### src/include/ddcd_consts.svh
// constants for the dual converter control command decoder
`ifndef DDCD_CONSTS_SVH
`define DDCD_CONSTS_SVH
`define DDCD_WORD_BITS 24
`define DDCD_CMD_HI 21
`define DDCD_CMD_LO 19
`define DDCD_ADDR_HI 18
`define DDCD_ADDR_LO 16
`define DDCD_PWR_HI 5
`define DDCD_PWR_LO 4
`define DDCD_CMD_WRITE_IN 3'h0
`define DDCD_CMD_POWER 3'h4
`define DDCD_CMD_SWRESET 3'h5
`define DDCD_CMD_LDMASK 3'h6
`define DDCD_CMD_REFCTL 3'h7
`define DDCD_ADDR_GAIN 3'h2
`define DDCD_GAIN_RESET 2'h3
`define DDCD_GAIN_ALL_TWO 2'h0
`define DDCD_MASK_RESET 2'h0
`define DDCD_REF_RESET 1'h0
`define DDCD_LINK_PERIOD_NS 320
`endif

### src/include/ddcd_pkg.sv
// types for the dual converter control command decoder
package ddcd_pkg;
	typedef enum logic [1:0] {
		DDCD_PWR_NORMAL = 2'h0,
		DDCD_PWR_PD_1K = 2'h1,
		DDCD_PWR_PD_100K = 2'h2,
		DDCD_PWR_HIGH_IMPEDANCE = 2'h3
	} ddcd_pwr_e;
	typedef logic [23:0] ddcd_word_t;
endpackage : ddcd_pkg
### src/hw/ddcd_decoder.sv
// control command decoder for a dual voltage-output converter
// Overview of operation
// - command code in bits 21 to 19
// - gain written by command 000, address 010
// - gain bit 0 is two, 1 is one
// - both gain bits reset to one
// - gain bits map to each channel independently
// - reference on/off forces both gains
// - command 111 bit 0 sets reference, gains
// - power field in data bits 5 and 4
// - field 00 powers up selected channels
// - field 01 powers down with 1k
// - field 10 powers down with 100k
// - field 11 powers down high impedance
// - unselected channel keeps its mode
// - reset bit 0 clear: input registers reset
// - reset bit 0 set: full power-on reset
// - mask bit 1 disables load strobe pin
// - mask 00 all active, 11 none
// - don't-care bits never affect decoding
// - reference off while both channels down
`timescale 1ns/1ps
`include "ddcd_consts.svh"
module ddcd_decoder
	import ddcd_pkg::*;
(
	input wire logic clk,
	input wire logic srst,
	input wire logic link_clk,
	input wire logic frame_n,
	input wire logic link_data,
	input wire logic load_strobe_pin,
	output logic [1:0] channel_gain_select,
	output ddcd_pkg::ddcd_pwr_e pwr_mode_a,
	output ddcd_pkg::ddcd_pwr_e pwr_mode_b,
	output logic [1:0] load_mask,
	output logic [1:0] hw_load_active,
	output logic ref_enabled,
	output logic input_reset,
	output logic output_update
);
	import ddcd_pkg::*;
	typedef struct packed {
		logic [1:0] gain;
		ddcd_pwr_e pwr_a;
		ddcd_pwr_e pwr_b;
		logic [1:0] mask;
		logic ref_req;
		logic input_reset;
		logic output_update;
		logic [1:0] ld_sync;
		logic ref_out; // registered reference enable
		logic [1:0] ld_act; // registered strobe reach per channel
	} ddcd_state_s;
	ddcd_state_s st;
	ddcd_state_s next_st;
	ddcd_word_t word;
	logic word_valid;
	logic [2:0] cmd;
	logic [2:0] addr;
	ddcd_pwr_e pfield;

	// channel power-mode update for one channel
	function automatic ddcd_pwr_e ddcd_pwr_next(input logic sel, input ddcd_pwr_e cur,
		input ddcd_pwr_e fld);
		ddcd_pwr_e r;
		r = cur; // unselected channel unchanged
		if (sel)
		begin
			r = fld;
		end
		return r;
	endfunction : ddcd_pwr_next

	// three-bit field of a command word starting at bit lo
	function automatic logic [2:0] ddcd_field3(input ddcd_word_t w, input int lo);
		logic [2:0] f;
		f = w[lo +: 3];
		return f;
	endfunction : ddcd_field3

	// power-on register values, shared by the reset input and the full software reset
	function automatic ddcd_state_s ddcd_power_on_state();
		ddcd_state_s s;
		s = '0;
		s.gain = `DDCD_GAIN_RESET; // both channels gain one
		s.pwr_a = DDCD_PWR_NORMAL;
		s.pwr_b = DDCD_PWR_NORMAL;
		s.mask = `DDCD_MASK_RESET;
		s.ref_req = `DDCD_REF_RESET;
		s.ld_sync = 2'h3; // strobe pin idles high
		return s;
	endfunction : ddcd_power_on_state

	// gains forced by a reference command: on selects two, off selects one
	function automatic logic [1:0] ddcd_forced_gain(input logic ref_on);
		logic [1:0] g;
		g = `DDCD_GAIN_RESET;
		if (ref_on)
		begin
			g = `DDCD_GAIN_ALL_TWO;
		end
		return g;
	endfunction : ddcd_forced_gain

	// reference may run only while some channel is in normal mode
	function automatic logic ddcd_ref_allowed(input ddcd_pwr_e pa, input ddcd_pwr_e pb);
		logic ok;
		ok = (pa == DDCD_PWR_NORMAL) || (pb == DDCD_PWR_NORMAL);
		return ok;
	endfunction : ddcd_ref_allowed

	// strobe reaches a channel only when its mask bit is clear and the pin is low
	function automatic logic [1:0] ddcd_strobe_gate(input logic [1:0] mask, input logic pin_sync);
		logic [1:0] act;
		act = ~mask & {2{~pin_sync}};
		return act;
	endfunction : ddcd_strobe_gate

	// serial receiver
	ddcd_shift_in ddcd_shift_in_i (
		.clk(clk),
		.srst(srst),
		.link_clk(link_clk),
		.frame_n(frame_n),
		.link_data(link_data),
		.word(word),
		.word_valid(word_valid)
	);

	// field extraction; bits 23..22 and other don't-cares are never read
	assign cmd = ddcd_field3(word, `DDCD_CMD_LO);
	assign addr = ddcd_field3(word, `DDCD_ADDR_LO);
	assign pfield = ddcd_pwr_e'(word[`DDCD_PWR_HI:`DDCD_PWR_LO]);

	// command decode
	always_comb
	begin
		next_st = st;
		// pulses clear unless a reset command raises them
		next_st.input_reset = 1'b0;
		next_st.output_update = 1'b0;
		next_st.ld_sync = {st.ld_sync[0], load_strobe_pin}; // strobe pin two-flop sync
		if (word_valid)
		begin
			case (cmd)
				// gain register write, only through the gain address
				`DDCD_CMD_WRITE_IN:
				begin
					if (addr == `DDCD_ADDR_GAIN) // others leave gain alone
					begin
						next_st.gain = word[1:0]; // bit1 second, bit0 first
					end
				end
				// power mode for each selected channel
				`DDCD_CMD_POWER:
				begin
					next_st.pwr_b = ddcd_pwr_next(word[1], st.pwr_b, pfield);
					next_st.pwr_a = ddcd_pwr_next(word[0], st.pwr_a, pfield);
				end
				// software reset, bit 0 chooses the full scope
				`DDCD_CMD_SWRESET:
				begin
					if (word[0])
					begin
						next_st = ddcd_power_on_state();
						next_st.ld_sync = {st.ld_sync[0], load_strobe_pin}; // sync keeps running
					end
					next_st.input_reset = 1'b1;
					next_st.output_update = 1'b1;
				end
				// load strobe mask, one bit per channel
				`DDCD_CMD_LDMASK:
				begin
					next_st.mask = word[1:0];
				end
				// reference switch, which also forces both gains
				`DDCD_CMD_REFCTL:
				begin
					next_st.ref_req = word[0];
					next_st.gain = ddcd_forced_gain(word[0]);
				end
				// data writes and updates belong to other logic
				default:
				begin
					next_st.input_reset = 1'b0;
				end
			endcase
		end
		// derived outputs registered from next-state values, so they move with the registers
		next_st.ref_out = next_st.ref_req
			& ddcd_ref_allowed(next_st.pwr_a, next_st.pwr_b);
		next_st.ld_act = ddcd_strobe_gate(next_st.mask, next_st.ld_sync[1]);
	end

	// state register, power-on values
	always_ff @(posedge clk)
	begin
		if (srst)
		begin
			st <= ddcd_power_on_state();
		end
		else
		begin
			st <= next_st;
		end
	end

	// outputs
	assign channel_gain_select = st.gain;
	assign pwr_mode_a = st.pwr_a;
	assign pwr_mode_b = st.pwr_b;
	assign load_mask = st.mask;
	assign hw_load_active = st.ld_act; // pin low loads unmasked
	// reference only while some channel is normal
	assign ref_enabled = st.ref_out;
	// reset pulses, one cycle each
	assign input_reset = st.input_reset;
	assign output_update = st.output_update;
endmodule : ddcd_decoder

### src/hw/ddcd_shift_in.sv
// serial word receiver: synchronises link pins and emits completed 24-bit words
`timescale 1ns/1ps
`include "ddcd_consts.svh"
module ddcd_shift_in
	import ddcd_pkg::*;
(
	input wire logic clk,
	input wire logic srst,
	input wire logic link_clk,
	input wire logic frame_n,
	input wire logic link_data,
	output ddcd_pkg::ddcd_word_t word,
	output logic word_valid
);
	import ddcd_pkg::*;
	typedef struct packed {
		logic [1:0] clk_sync;
		logic [1:0] frame_sync;
		logic [1:0] data_sync;
		logic clk_prev;
		logic [4:0] count;
		ddcd_word_t shreg;
		ddcd_word_t word;
		logic word_valid;
	} ddcd_rx_s;
	ddcd_rx_s st;
	ddcd_rx_s next_st;
	// shift on falling link clock edges while frame is low
	always_comb
	begin
		next_st = st;
		next_st.clk_sync = {st.clk_sync[0], link_clk};
		next_st.frame_sync = {st.frame_sync[0], frame_n};
		next_st.data_sync = {st.data_sync[0], link_data};
		next_st.clk_prev = st.clk_sync[1];
		next_st.word_valid = 1'b0;
		if (st.frame_sync[1])
		begin
			next_st.count = 5'h0; // frame abort discards partial word
		end
		else if (st.clk_prev && !st.clk_sync[1])
		begin
			next_st.shreg = {st.shreg[22:0], st.data_sync[1]};
			if (st.count == 5'(`DDCD_WORD_BITS - 1))
			begin
				next_st.word = {st.shreg[22:0], st.data_sync[1]}; // only full words pass
				next_st.word_valid = 1'b1;
				next_st.count = 5'h0;
			end
			else
			begin
				next_st.count = st.count + 5'h1;
			end
		end
	end
	// state register
	always_ff @(posedge clk)
	begin
		if (srst)
		begin
			st <= '0;
			st.clk_sync <= 2'h3;
			st.clk_prev <= 1'b1;
			st.frame_sync <= 2'h3;
		end
		else
		begin
			st <= next_st;
		end
	end
	assign word = st.word;
	assign word_valid = st.word_valid;
endmodule : ddcd_shift_in

### config.mk
export PLATFORM = sky130hd
export DESIGN_NAME = ddcd_decoder
export DESIGN_NICKNAME = d
export VERILOG_FILES = /design/src/include/ddcd_pkg.sv /design/src/hw/ddcd_decoder.sv /design/src/hw/ddcd_shift_in.sv
export VERILOG_INCLUDE_DIRS = /design/src /design/src/include
export SDC_FILE = /design/constraint.sdc
export NUM_CORES = 1
export LEC_CHECK = 0
export BUFFER_PORTS_ARGS = -buffer_cell sky130_fd_sc_hd__buf_2
export CAP_MARGIN = 15
export CORE_MARGIN = 5
export CORE_UTILIZATION = 62
export DETAILED_ROUTE_END_ITERATION = 8
export GPL_TIMING_DRIVEN = 0
export HOLD_SLACK_MARGIN = 0.03
export PLACE_DENSITY_LB_ADDON = 0.08
export SLEW_MARGIN = 25
export SYNTH_ARGS = -nofsm -noshare
export SYNTH_HDL_FRONTEND = slang
export SYNTH_SLANG_ARGS = --single-unit
### constraint.sdc
create_clock -name clk -period 2.25 [get_ports clk]
set_input_delay 0.225 -clock clk [delete_from_list [all_inputs] [get_ports clk]]
set_output_delay 0.225 -clock clk [all_outputs]
set_load 0.05 [all_outputs]
==> summary.md, run 1 <==
| Metric | Value |
|---|---|
| H-tree depth | `3` |
| Syn avg cell area | `8.50 um^2` |
| Clock root cell | `clkbuf_8` |
| M1 GR Usage | `23.6%` |
| FILL cells | `302` |
| Top post-synthesis cells by count | `nand2_1, dfxtp_1, a21oi_1` |
| Via count | `1830` |
| Setup tns final | `0 ns` |
| Hold buffers post-CTS | `0` |
| Grt met3 use | `5.97%` |
| Post-CTS sizing | `0` |
| Later-pin clock latency in the skew report | `0.33 ns` |
| Unrepaired setup endpoints after global routing | `false` |
| CP max stage cell | `dfxtp_1` |
| Reg-to-reg setup timing slack | `0.62 ns` |
| Initial antenna violation count | `0` |
| Final worst path period need | `1.63 ns` |
| Simple-Gate Fraction of Synth Area | `22.6%` |
| Clk slew on worst S/H paths | `0.06 ns` |
| Die ar. | `5020 um^2` |
| Detail-routed via count per cell | `5.20` |
| Vias in the first global route | `1685` |
| Gr usage total | `19.0%` |
| First-pass GRT wire length | `7440 um` |
| Compound-Gate Fraction of Synth Area | `15.6%` |
| PortBufs | `18` |
| Initial core utilization | `63.2%` |
| P&R area growth vs syn | `16.0%` |
| Status | `finished, final reports clean` |
| DP Worst Slack | `0.638 ns` |
| Worst EP arrival | `1.85 ns` |
| Top cell type's share of synthesized area | `50.6%` |
| Type of origin of the critical path | `register` |
| Global route total overflow | `0` |
| DR WL/cell | `12.2 um` |
| Slew Limit Headroom | `70.4%` |
| Mapped Area | `2290 um^2` |
| Cell variety after synth | `42` |
| Placed inst area | `2440 um^2` |
| DRT Pass-1 Iters | `4` |
| Adder-Cell Fraction of Synth Area | `0.545%` |
| Grt met2 use | `29.6%` |
| Die Span X | `70.8 um` |
| Fin worst setup slack | `0.620 ns` |
| Most used routing layer | `met2` |
| CTS Buffer Depth | `2` |
| Max Cap Violations | `0` |
| Slew at the pin closest to its max-slew limit | `0.444 ns` |
| Syn Inst Count | `270` |
| Boundary pin count | `19` |
| Critical Path End Type | `register` |
| # diodes | `0` |
| Chip height | `70.8 um` |
| Share of layout cells above drive strength 1 | `20.7%` |
| Nets | `306` |
| Yosys top cell by area | `dfxtp_1` |
| Worst path max stage delay | `0.38 ns` |
| Peak Freq | `0.613 GHz` |
| Multi-input logic area | `955 um^2` |
| Multiplexer share of the synthesized area | `1.74%` |
| Gpl congestion | `0.804` |
| Core box area | `3630 um^2` |
| Worst hold path type | `primary input to register` |
| Max FO, Critical Path | `10` |
| Largest family of logic cells by synthesized area | `simple AND/OR/NAND/NOR gates` |
| Clk sink count | `58` |
| Kind of critical path | `register to register` |
| Final wirelength | `4280 um` |
| Synth Flop Type | `dfxtp_1` |
| Critical Path RT | `2.47 ns` |
| TritonCTS clock tree | `done` |
| Post-CTS Setup Inserts | `0` |
| Final Cell Area | `2660 um^2` |
| Yosys warning total | `0` |
| Ranking of synthesized cells by area | `dfxtp_1, nand2_1, a21oi_1, buf_4, nor2_1` |
| Number of flops mapped to enable cells by yosys | `0` |
| Post-synth net total | `277` |
| LEAKAGE | `1.02 nW` |
| Cts bufs inserted | `9` |
| Slew Limit Fails | `0` |
| Post-layout util | `73.2%` |
| Fraction of registers with async set/reset | `0%` |
| Largest net degree at the start of global routing | `11` |
| Hold Fails Final Rpt | `0` |
| Clock skew | `0.00504 ns` |
| Top-count cell post-synth | `nand2_1` |
| WP buf/inv | `1` |
| Max VDD drop | `0.855 mV` |
| Setup violators final | `0` |
| FF/Latch Area | `1160 um^2` |
| Final period utilization | `72.5%` |
| Pwr/cell area | `786 nW/um^2` |
| Drt first-iter violations | `80` |
| DPL Wire Length | `2920 um` |
| Worst-path cell chain | `ha_1 -> nand4b_1 -> clkbuf_1 -> nor3_1 -> nor2_1` |
| Critical path's top delay family | `simple AND/OR/NAND/NOR gates` |
| Xor/xnor share of the synthesized area | `1.15%` |
| # rows | `22` |
| Final ANT Viol Nets | `0` |
| #FFs+latches synth | `58` |
| DRC viols | `0` |
| Sequential element share of the synthesized area | `50.6%` |
power by group:
part	leakage [nW]	internal, W	switching (W)
combinational	0.443	0.0000142	0.0000286
clock	0.110	0.000634	0.000378
sequential	0.469	0.00104	0.00000319
total	1.02	0.00168	0.000410
sequential cells by signal, indices dropped and copies added, names as in the netlist:
name and count:
ref_enabled 1, pwr_mode_b 2, st 2, channel_gain_select 2, load_mask 2, ddcd_shift_in_i.next_st 4, hw_load_active 2, ddcd_shift_in_i.st 29
pwr_mode_a 2, ddcd_shift_in_i.word 10, ddcd_shift_in_i.word_valid 1, input_reset 1
path summary, 6_finish.rpt:
| path | startpoint | endpoint | depth (start not counted) |
|---|---|---|---|
| hold reg to reg | ddcd_shift_in_i.next_st[58] | ddcd_shift_in_i.st[58] | 1 |
| setup / recovery | ddcd_shift_in_i.st[49] | ddcd_shift_in_i.word[21] | 5 |
| setup reg to reg | ddcd_shift_in_i.st[49] | ddcd_shift_in_i.word[21] | 5 |
| hold / removal | frame_n | ddcd_shift_in_i.next_st[58] | 2 |
kinds of logic after synthesis:
kind of cell,Yosys count
AND/OR/NAND/NOR,109
AO/OA/AOI/OAI,63
flip-flops,58
buffers and inverters,32
multiplexers,4
XOR/XNOR,3
adder cells (fa/ha/maj),1
layer usage:
layer / part of all wire (%) / wire, um
met5: 0 / 0
met4: 2.7 / 115
met3: 4.5 / 194
met2: 47 / 2020
met1: 46 / 1950
through the flow:
step / total power (W) / hold WS (ns) / instances
finish: 0.00209 / 0.0697 / 352
global route: 0.00217 / 0.0766 / 352
CTS: 0.00211 / 0.0590 / 352
detailed placement: 0.00110 / 0.397 / 336
global placement: 0.00110 / 0.392 / 336
floorplan: 0.00109 / 0.329 / 270
worst register-to-register path, stage by stage (launching register included):
cell and delay (ns):
dfxtp_1 0.38, ha_1 0.25, nand4b_1 0.27, clkbuf_1 0.29
nor3_1 0.25, nor2_1 0.08
cells in the final DEF (no fill, tap or decap), types with 6 or more instances in the layout:
cell	instances
a21oi_1	37
buf_2	26
buf_4	11
clkbuf_1	11
clkbuf_8	13
dfxtp_1	58
nand2_1	60
nor2_1	13
o21ai_1	9
or2_2	6
final cells by class:
| cell class | count | area share (%) |
|---|---|---|
| plain buffers | 29 | 6.30 |
| clock buffers | 15 | 7.01 |
| clock inverters | 1 | 1.13 |
| inverters | 3 | 0.423 |
| multi-input cells | 180 | 35.9 |
| flip-flops and latches | 58 | 43.6 |
| well taps | 48 | 2.26 |
| repair buffers | 18 | 3.39 |
Note: power is estimated with default switching activity, not from simulation.
==> inputs of run 2 (changes only) <==
--- a/config.mk
+++ b/config.mk
@@ -9,7 +9,7 @@
 export BUFFER_PORTS_ARGS = -buffer_cell sky130_fd_sc_hd__buf_2
 export CAP_MARGIN = 15
 export CORE_MARGIN = 5
-export CORE_UTILIZATION = 62
+export CORE_UTILIZATION = 52
 export DETAILED_ROUTE_END_ITERATION = 8
 export GPL_TIMING_DRIVEN = 0
 export HOLD_SLACK_MARGIN = 0.03
==> constraint.sdc (replaced) <==
create_clock -name clk -period 1.3 [get_ports clk]
set_input_delay 0.13 -clock clk [delete_from_list [all_inputs] [get_ports clk]]
set_output_delay 0.13 -clock clk [all_outputs]
set_load 0.05 [all_outputs]
==> summary.md, run 2 (synthesis gave the netlist of run 1 again) <==
| Metric | Value |
|---|---|
| Status | `finished, violations left` |
| Violated checks | `negative setup slack` |
| Worst hold path type | `primary input to register` |
| Share of layout cells above drive strength 1 | `31.1%` |
| Final wirelength | `4500 um` |
| Final worst path period need | `1.34 ns` |
| DRC viols | `0` |
| Worst EP arrival | `1.53 ns` |
| Chip height | `76.4 um` |
| Max FO, Critical Path | `7` |
| Placed inst area | `2460 um^2` |
| DP Cell Count | `340` |
| Final ANT Viol Nets | `0` |
| FF/Latch Area | `1180 um^2` |
| Pwr/cell area | `1130 nW/um^2` |
| Largest net degree at the start of global routing | `11` |
| Post-layout util | `67.7%` |
| First-pass GRT wire length | `7790 um` |
| LEAKAGE | `1.14 nW` |
| Max Cap Violations | `0` |
| DR WL/cell | `12.2 um` |
| # diodes | `0` |
| Most common cell after layout, fill and taps aside | `nand2_1` |
| Setup violators final | `11` |
| PortBufs | `18` |
| H-tree depth | `3` |
| Slew Limit Headroom | `69.2%` |
| # rows | `24` |
| Core box area | `4320 um^2` |
| Kind of critical path | `register to register` |
| Gr usage total | `16.4%` |
| Multi-input logic area | `1080 um^2` |
| Most flops, register | `ddcd_shift_in_i.st` |
| Hold Fails Final Rpt | `0` |
| DPL Wire Length | `2900 um` |
| Via count | `1848` |
| Vias in the first global route | `1751` |
| CTS Buffer Depth | `2` |
| Initial core utilization | `53.1%` |
| Max VDD drop | `0.662 mV` |
| Clock skew | `0.00621 ns` |
| Nets | `317` |
| Clk sink count | `58` |
| Later-pin clock latency in the skew report | `0.33 ns` |
| Final Cell Area | `2930 um^2` |
| Clk slew on worst S/H paths | `0.07 ns` |
| Slew Limit Fails | `0` |
| Critical Path RT | `1.50 ns` |
| Post-Layout Cell Count | `367` |
| Type of origin of the critical path | `register` |
| Critical Path End Type | `register` |
| Clock root cell | `clkbuf_8` |
| Fin worst setup slack | `-0.0363 ns` |
| Most frequent cells in the layout | `nand2_1, dfxtp_1, a21oi_1, buf_2, buf_4` |
| DRT Pass-1 Iters | `4` |
| Detail-routed via count per cell | `5.04` |
| Reg-to-reg setup timing slack | `-0.04 ns` |
| Cts bufs inserted | `9` |
| Die ar. | `5840 um^2` |
| Initial antenna violation count | `0` |
| Drt first-iter violations | `95` |
| Peak Freq | `0.748 GHz` |
| Die Span X | `76.4 um` |
| Unrepaired setup endpoints after global routing | `true` |
| P&R area growth vs syn | `27.5%` |
| Global route total overflow | `0` |
| Boundary pin count | `19` |
| Final period utilization | `103%` |
| Slew at the pin closest to its max-slew limit | `0.462 ns` |
| Gpl congestion | `0.753` |
| FILL cells | `360` |
| Max reg flops | `29` |
| TritonCTS clock tree | `done` |
## run 2: report_power, final
part / internal [W] / total (W) / switching [W]
sequential: 0.00179 / 0.00179 / 0.00000543
combinational: 0.0000381 / 0.0000940 / 0.0000560
clock: 0.000724 / 0.00142 / 0.000694
total: 0.00255 / 0.00330 / 0.000756
## run 2: per-layer routing
metal | track usage (%) | vias up | routed length [um]
li1 | - | 977 | -
met1 | 19.6 | 832 | 2040
met2 | 26.2 | 30 | 2170
met3 | 4.26 | 9 | 171
met4 | 9.62 | 0 | 111
met5 | 0 | - | 0
## run 2: path summary, 6_finish.rpt
path                          startpoint                 endpoint  cells past startpoint
max          ddcd_shift_in_i.next_st[54]  ddcd_shift_in_i.word[4]                      5
min                                 srst                    st[7]                      3
max reg2reg  ddcd_shift_in_i.next_st[54]  ddcd_shift_in_i.word[4]                      5
min reg2reg  ddcd_shift_in_i.next_st[58]   ddcd_shift_in_i.st[58]                      1
## run 2: area by class of cell
cell class	instances	share of cell area, %
Buffer	27	7.14
Tap cell	52	2.22
Sequential cell	58	40.3
Inverter	3	0.385
Clock buffer	10	4.70
Clock inverter	6	1.11
Timing Repair Buffer	30	7.23
Multi-Input combinational cell	181	36.9
## run 2: critical path, stage by stage (launching register included)
cell and delay, ns:
dfxtp_2 0.33, or3b_1 0.39, buf_6 0.17, clkbuf_16 0.16, o21ai_2 0.10, a21oi_1 0.06
## run 2: metrics by stage
step / total power (W) / hold WS (ns) / setup TNS, ns / setup WS, ns
floorplan: 0.00189 / 0.234 / 0 / 0.00968
global placement: 0.00191 / 0.312 / -2.36 / -0.166
detailed placement: 0.00191 / 0.316 / -2.35 / -0.160
CTS: 0.00336 / 0.116 / -0.0333 / -0.0105
global route: 0.00345 / 0.117 / -1.27 / -0.0794
finish: 0.00330 / 0.126 / -0.189 / -0.0363
## run 2: what timing repair did
| item | CTS | global route |
|---|---|---|
| gates cloned | 1 | 1 |
| gates resized for setup | 30 | 19 |
| setup buffers | 3 | 4 |
| endpoints found under the hold margin | 4 | 0 |
| pin swaps | 5 | 12 |
| setup endpoints to repair | 38 | 39 |
| hold buffers | 4 | 0 |
